## config.mk

```make
export PLATFORM = sky130hd
export DESIGN_NAME = lpm_ctrl
export DESIGN_NICKNAME = d
export VERILOG_FILES = /design/src/lpm_pkg.sv /design/src/lpm_clk_if.sv /design/src/lpm_clkgen.sv /design/src/lpm_ctrl.sv
export SDC_FILE = /design/constraint.sdc
export NUM_CORES = 1
export LEC_CHECK = 0
export BUFFER_PORTS_ARGS = -buffer_cell sky130_fd_sc_hd__buf_2
export CORE_ASPECT_RATIO = 1.4
export CORE_UTILIZATION = 45
export DETAILED_ROUTE_END_ITERATION = 10
export PLACE_DENSITY = 0.68
export SLEW_MARGIN = 20
export SYNTH_ARGS = -nofsm -noshare
export SYNTH_HDL_FRONTEND = slang
export SYNTH_HIERARCHICAL = 1
export SYNTH_SLANG_ARGS = --single-unit
```

## constraint.sdc

```tcl
create_clock -name clk -period 2.8 [get_ports clk]
set_input_delay 0.28 -clock clk [delete_from_list [all_inputs] [get_ports clk]]
set_output_delay 0.28 -clock clk [all_outputs]
set_load 0.1 [all_outputs]
```

## src/lpm_pkg.sv

```systemverilog
// Package for the low-power mode controller: states and timing constants.
// Assumes a single 40 MHz clock with synchronous active-high reset.
package lpm_pkg;
  localparam int unsigned CLK_HZ        = 40_000_000;
  localparam int unsigned CORE_DIV      = 6;
  localparam int unsigned DIV_W         = 3;
  localparam logic [DIV_W-1:0] DIV_LAST = 3'(CORE_DIV - 1);
  localparam logic [DIV_W-1:0] DIV_HALF = 3'(CORE_DIV / 2);
  localparam logic [DIV_W-1:0] DIV_ZERO = 3'h0;
  // Inactivity time before sleep, in milliseconds
  localparam int unsigned IDLE_MS       = 1000;
  localparam int unsigned IDLE_CYCLES   = IDLE_MS * (CLK_HZ / 1000);
  localparam int unsigned IDLE_W        = 32;

  typedef enum logic [1:0] {
    LPM_RUN,
    LPM_SLEEP
  } lpm_mode_e;

  typedef enum logic [2:0] {
    LPM_SR_ACTIVE,
    LPM_SR_ENTER,
    LPM_SR_SELF,
    LPM_SR_EXIT,
    LPM_SR_XFER
  } lpm_sdram_e;
endpackage

```

## src/lpm_clk_if.sv

```systemverilog
// Interface joining the mode controller to its clock divider/gate.
// Assumes both ends run on the same clk.
`timescale 1ns/100ps
interface lpm_clk_if;
  logic slow_req;
  logic gate_req;
  logic slow_act;
  logic gate_act;
  logic core_en;
  logic boundary;
  modport ctrl (output slow_req, output gate_req,
                input slow_act, input gate_act, input core_en,
                input boundary);
  modport gen  (input slow_req, input gate_req,
                output slow_act, output gate_act, output core_en,
                output boundary);
endinterface

```

## src/lpm_clkgen.sv

```systemverilog
// Core clock enable divider and slot clock gate.
// Assumes downstream clock cells qualify clk with core_en and gate_act.
`timescale 1ns/100ps
module lpm_clkgen
  import lpm_pkg::*;
(
  // Clock and reset
  input wire logic clk,
  input wire logic srst,
  // Controller side
  lpm_clk_if.gen   cg
);
  logic [DIV_W-1:0] cnt;
  logic             slow;
  logic             gate;
  wire              at_wrap  = (cnt == DIV_LAST);
  wire              at_bound = !slow || at_wrap;

  always_ff @(posedge clk) begin
    if (srst) begin
      cnt <= DIV_ZERO;
    end else if (at_wrap || !slow) begin
      cnt <= DIV_ZERO;
    end else begin
      cnt <= cnt + 3'h1;
    end
  end

  // Changes only at a divided-period end, no runt pulse
  always_ff @(posedge clk) begin
    if (srst) begin
      slow <= 1'b0;
      gate <= 1'b0;
    end else if (at_bound) begin
      slow <= cg.slow_req;
      gate <= cg.gate_req;
    end
  end

  // One enable in six while slow, every cycle otherwise
  assign cg.core_en  = !slow || (cnt == DIV_ZERO);
  assign cg.slow_act = slow;
  assign cg.gate_act = gate;
  assign cg.boundary = at_bound;
endmodule

```

## src/lpm_ctrl.sv

```systemverilog
// Low-power mode controller: sleep entry, clock control, SDRAM self-refresh.
// Assumes inputs synchronous to clk and an SDRAM controller handshake.
`timescale 1ns/100ps
// Operation
// - In sleep, core clock runs at input divided by six; undivided after.
// - Slot clocks stop on sleep entry and stay stopped throughout.
// - Peripheral I/O controller clock keeps full rate in sleep.
// - Sleep entry with the enable set puts SDRAM in self-refresh, left for transactions, on wake or on enable cleared.
// - Pending transaction in self-refresh: exit first, then run it.
// - After serviced transaction, re-enter self-refresh if enable bit set.
// - Enter sleep after an inactivity period without activity.
// - Network requests are still answered while asleep.
// - Keyboard or pointer activity wakes the system from sleep.
module lpm_ctrl
  import lpm_pkg::*;
#(
  parameter int unsigned IDLE_COUNT = IDLE_CYCLES
)(
  // Clock and reset
  input  wire logic clk,
  input  wire logic srst,
  // Activity sources
  input  wire logic sys_activity,
  input  wire logic user_activity,
  input  wire logic net_request,
  // Software self-refresh enable
  input  wire logic sr_enable,
  // Memory transaction handshake
  input  wire logic mem_req,
  input  wire logic mem_done,
  output logic      mem_grant,
  // SDRAM self-refresh control
  output logic      sr_enter,
  output logic      sr_exit,
  input  wire logic sr_ack,
  output logic      sdram_in_sr,
  // Clock controls
  output logic      core_clk_en,
  output logic      slot_clk_en,
  output logic      pio_clk_en,
  output logic      sleep_active,
  output logic      net_serve
);
  lpm_clk_if cg ();

  lpm_clkgen u_clkgen (
    .clk  (clk),
    .srst (srst),
    .cg   (cg)
  );

  lpm_mode_e         mode;
  lpm_mode_e         next_mode;
  lpm_sdram_e        sst;
  lpm_sdram_e        next_sst;
  logic [IDLE_W-1:0] idle;
  logic [IDLE_W-1:0] next_idle;
  logic              next_enter;
  logic              next_exit;
  logic              next_in_sr;

  localparam logic [IDLE_W-1:0] IDLE_LAST = IDLE_W'(IDLE_COUNT - 1);
  localparam logic [IDLE_W-1:0] IDLE_ZERO = '0;
  localparam logic [IDLE_W-1:0] IDLE_STEP = IDLE_W'(1);

  // Mode and SDRAM state decode
  wire asleep    = (mode == LPM_SLEEP);
  wire awake     = (mode == LPM_RUN);
  wire st_active = (sst == LPM_SR_ACTIVE);
  wire st_xfer   = (sst == LPM_SR_XFER);

  // Memory traffic restarts the timer; network requests never do
  wire any_act   = sys_activity || user_activity || mem_req;
  wire idle_done = (idle == IDLE_LAST);
  wire idle_hold = any_act || asleep;
  wire go_sleep  = awake && idle_done && !any_act;
  wire wake      = asleep && user_activity;

  // Self-refresh is wanted only while asleep with the enable set
  wire sr_wanted = asleep && sr_enable;
  // A granted transfer may still hold mem_req on its last cycle
  wire xfer_end  = !mem_req || mem_done;
  wire sr_go_in  = sr_wanted && xfer_end;
  wire sr_go_out = mem_req || !sr_wanted;

  // Inactivity timer; holds at its end point, no wrap
  always_comb begin
    next_idle = idle;
    if (idle_hold) begin
      next_idle = IDLE_ZERO;
    end else if (!idle_done) begin
      next_idle = idle + IDLE_STEP;
    end
  end

  always_ff @(posedge clk) begin
    if (srst) begin
      idle <= IDLE_ZERO;
    end else begin
      idle <= next_idle;
    end
  end

  // Only user input wakes; network traffic is served while asleep
  always_comb begin
    next_mode = mode;
    case (mode)
      LPM_RUN: begin
        if (go_sleep) begin
          next_mode = LPM_SLEEP;
        end
      end
      LPM_SLEEP: begin
        if (wake) begin
          next_mode = LPM_RUN;
        end
      end
      default: begin
        next_mode = LPM_RUN;
      end
    endcase
  end

  always_ff @(posedge clk) begin
    if (srst) begin
      mode <= LPM_RUN;
    end else begin
      mode <= next_mode;
    end
  end

  // SDRAM self-refresh sequencer
  always_comb begin
    next_sst = sst;
    case (sst)
      LPM_SR_ACTIVE: begin
        // Enter on sleep entry, never mid-transfer
        if (sr_go_in) begin
          next_sst = LPM_SR_ENTER;
        end
      end
      LPM_SR_ENTER: begin
        if (sr_ack) begin
          next_sst = LPM_SR_SELF;
        end
      end
      LPM_SR_SELF: begin
        // Exit before a transaction, on wake or on enable cleared
        if (sr_go_out) begin
          next_sst = LPM_SR_EXIT;
        end
      end
      LPM_SR_EXIT: begin
        // A pending transfer runs only once the exit is acknowledged
        if (sr_ack && mem_req) begin
          next_sst = LPM_SR_XFER;
        end else if (sr_ack) begin
          next_sst = LPM_SR_ACTIVE;
        end
      end
      LPM_SR_XFER: begin
        // Back to self-refresh only while enable still set
        if (mem_done && sr_wanted) begin
          next_sst = LPM_SR_ENTER;
        end else if (mem_done) begin
          next_sst = LPM_SR_ACTIVE;
        end
      end
      default: begin
        next_sst = LPM_SR_ACTIVE;
      end
    endcase
  end

  always_ff @(posedge clk) begin
    if (srst) begin
      sst <= LPM_SR_ACTIVE;
    end else begin
      sst <= next_sst;
    end
  end

  // Commands are registered so the SDRAM sees clean levels
  assign next_enter = (next_sst == LPM_SR_ENTER);
  assign next_exit  = (next_sst == LPM_SR_EXIT);
  assign next_in_sr = (next_sst == LPM_SR_SELF);

  always_ff @(posedge clk) begin
    if (srst) begin
      sr_enter <= 1'b0;
    end else begin
      sr_enter <= next_enter;
    end
  end

  always_ff @(posedge clk) begin
    if (srst) begin
      sr_exit <= 1'b0;
    end else begin
      sr_exit <= next_exit;
    end
  end

  always_ff @(posedge clk) begin
    if (srst) begin
      sdram_in_sr <= 1'b0;
    end else begin
      sdram_in_sr <= next_in_sr;
    end
  end

  // Grant blocked while SDRAM is in or moving through self-refresh
  assign mem_grant = mem_req && (st_active || st_xfer);

  // Requests to divide and gate; the divider applies them at a boundary
  assign cg.slow_req = asleep;
  assign cg.gate_req = asleep;

  assign core_clk_en  = cg.core_en;
  assign slot_clk_en  = !cg.gate_act;
  assign pio_clk_en   = 1'b1;
  assign sleep_active = asleep;
  // Passed straight through so sleep adds no latency to the network
  assign net_serve    = net_request;
endmodule

```

==> results.tsv <==
metric	value	unit
status	finished clean	
total gr overflow	0	
most used flip-flop cell after synthesis	dfxtp_1	
Num Clock Sinks	44	
unrepaired setup endpoints after global routing	no	
GR Util met2	0.296	
worst slew pin tran	656	ps
FF+latch count, synth	44	
CP Max Fanout	6	
Die ar.	5020	um^2
post-synth top area share	0.413	
worst-case reg-to-reg path depth	6	
Area contributors post-synth	dfxtp_1, nor2_1, xnor2_1	
commonest cells in the netlist	dfxtp_1, nor2_1, nand3_1	
critical path endpoint	idle[18]	
critical path type	reg2reg	
io pins	18	
routing usage on met3	0.0452	
initial antenna violation count	0	
initial core utilization	0.470	
Slew HR	0.558	
pin count of the biggest net entering global routing	32	
worst setup path startpoint	idle[0]	
fin nets	273	
pwr dens	548	nW/um^2
global route hottest layer	met2	
leading area contributor after synthesis	dfxtp_1	
WP data arrival	2180	ps
Max Slew Vio Count	0	
clock latency on the worst-skew pair	300	ps
Finished Layout Cells	323	
vias per inst	5.26	
Layout area overhead	12.9	%
Avg WL per Cell	12.2	um
number of global-route vias before repair	1620	
placed insts	315	
met1 GRT Util	0.211	
DIE WIDTH	60.2	um
site row count	29	
Post-CTS Setup Repair Bufs	0	
setup violators final	0	
startpoint types	flop	
final core occ	0.530	
layout cells sized above 1	0.153	
asr flop ratio synth	0	
syn nets	260	
Post-synth EDFFs	0	
Setup TNS	0	ps
Hold WC Path Type	in2reg	
Resized Gates After CTS	0	
DP HPWL	2820	um
LEAKAGE	0.791	nW
max-cap viol count	0	
Cells after Synth	247	
chip height	83.4	um
Avg Inst Size Synth	8.63	um^2
RR Endpoint	idle[18]	
Clock Skew	6.12	ps
crit path time final	1950	ps
Netlist cell types	46	
gr usage total	0.178	
GP Congestion	0.790	
final period utilization	0.698	
port bufs	14	
final antenna diode count	0	
Detailed Route Iter0 Violations	64	
CTS tree	done	
mapped cell area	2130	um^2
count leader, synth	dfxtp_1	
total CTS buffers	5	
Fmax	0.512	GHz
core footprint	4540	um^2
Post-CTS Hold Buffers	0	
DRC	0	
synth warn	6	
Critical R2R Launch	idle[0]	
Antenna Nets Post-Route	0	
Hold Path Depth	2	
VDD IR max	0.000310	V
Routed WL	3930	um
drt first pass iters	4	
H-tree depth	2	
clock buffer depth	2	
first-pass GRT wire length	6980	um
Worst-path clk slew	80	ps
Worst R2R Setup Slack	850	ps
Hold Fails Final Rpt	0	
Seq/Total Area, Yosys	0.413	
vias after detailed routing	1700	
Clock Tree Root	clkbuf_8	
Critical Path RT	3030	ps
Worst setup EP type	flop	
fillers	436	
## layout make-up
type                            instances  area (um^2)  area share
Clock buffer                            5         68.8      0.0286
Clock inverter                          3         90.1      0.0374
Inverter                               12         45.0      0.0187
Multi-Input combinational cell        180         1150       0.478
Sequential cell                        44          881       0.366
Tap cell                               62         77.6      0.0322
Timing Repair Buffer                   17         92.6      0.0385
## registers in the layout, indices dropped and copies added, names as in the netlist
name	cells
idle	32
sst	3
u_clkgen/cnt	3
mode	1
sdram_in_sr	1
sr_enter	1
sr_exit	1
u_clkgen/cg.gate_act	1
u_clkgen/cg.slow_act	1
## worst max-delay path, stage by stage (launching register included)
cell     delay, ps
dfxtp_1        410
ha_1           280
and4_1         280
and4_1         340
nand3_1        110
or3_1          320
a21oi_1        140
## cell usage in the layout (no fill, tap or decap), types with 2 or more instances in the layout
master / netlist / final
a211oi_1: 2 / 2
a21oi_1: 10 / 10
and2_1: 4 / 4
and3_1: 4 / 4
and4_1: 3 / 3
buf_2: 2 / 14
buf_4: 2 / 3
bufinv_16: 0 / 3
clkbuf_8: 0 / 5
dfxtp_1: 44 / 44
ha_1: 4 / 4
inv_1: 12 / 12
mux2i_1: 2 / 2
nand2_1: 11 / 11
nand2b_1: 4 / 4
nand3_1: 16 / 16
nand4_1: 9 / 9
nor2_1: 27 / 27
nor2_2: 3 / 3
nor2b_1: 2 / 2
nor3_1: 5 / 5
nor4_1: 8 / 8
nor4_2: 3 / 3
nor4b_1: 3 / 3
o211ai_1: 2 / 2
o21ai_0: 12 / 11
or3_1: 6 / 6
or4_1: 2 / 2
xnor2_1: 11 / 11
xor2_1: 11 / 11
## logic make-up after synthesis
kind of cell,count (synthesis),share of synthesized area
fa+ha+maj,4,0.0235
mux,2,0.00940
flops,44,0.413
simple gates,120,0.326
xor+xnor,22,0.0904
buf+inv,23,0.0487
other cells,1,0.00176
compound gates,31,0.0863
## where the power goes
group          internal, mW  leakage [nW]  switching [mW]
Sequential            0.625         0.354        0.000548
Clock                 0.446        0.0784           0.218
Combinational       0.00716         0.358          0.0215
Total                  1.08         0.791           0.240
## per-stage QoR
| step | instance area, um^2 | hold WS (ps) | power (mW) | setup slack [ps] |
|---|---|---|---|---|
| finish | 2410 | 233 | 1.32 | 846 |
| global route | 2410 | 251 | 1.36 | 708 |
| CTS | 2410 | 229 | 1.33 | 852 |
| detailed placement | 2250 | 462 | 0.670 | 890 |
| global placement | 2250 | 468 | 0.670 | 917 |
| floorplan | 2140 | 349 | 0.667 | 648 |
## per-layer routing
| layer | part of all wire | routed length (um) |
|---|---|---|
| met1 | 0.47 | 1840 |
| met2 | 0.49 | 1940 |
| met3 | 0.023 | 92 |
| met4 | 0.014 | 56 |
| met5 | 0 | 0 |
## worst min path at each step
stage | to | slack [ps] | from
finish | u_clkgen/cg.slow_act | 230 | srst
global route | u_clkgen/cg.slow_act | 250 | srst
CTS | u_clkgen/cg.slow_act | 230 | srst
detailed placement | u_clkgen/cg.gate_act | 460 | u_clkgen/cg.gate_act
global placement | u_clkgen/cg.gate_act | 470 | u_clkgen/cg.gate_act
floorplan | u_clkgen/cg.slow_act | 350 | srst
Power figures use the tool's default switching activity.
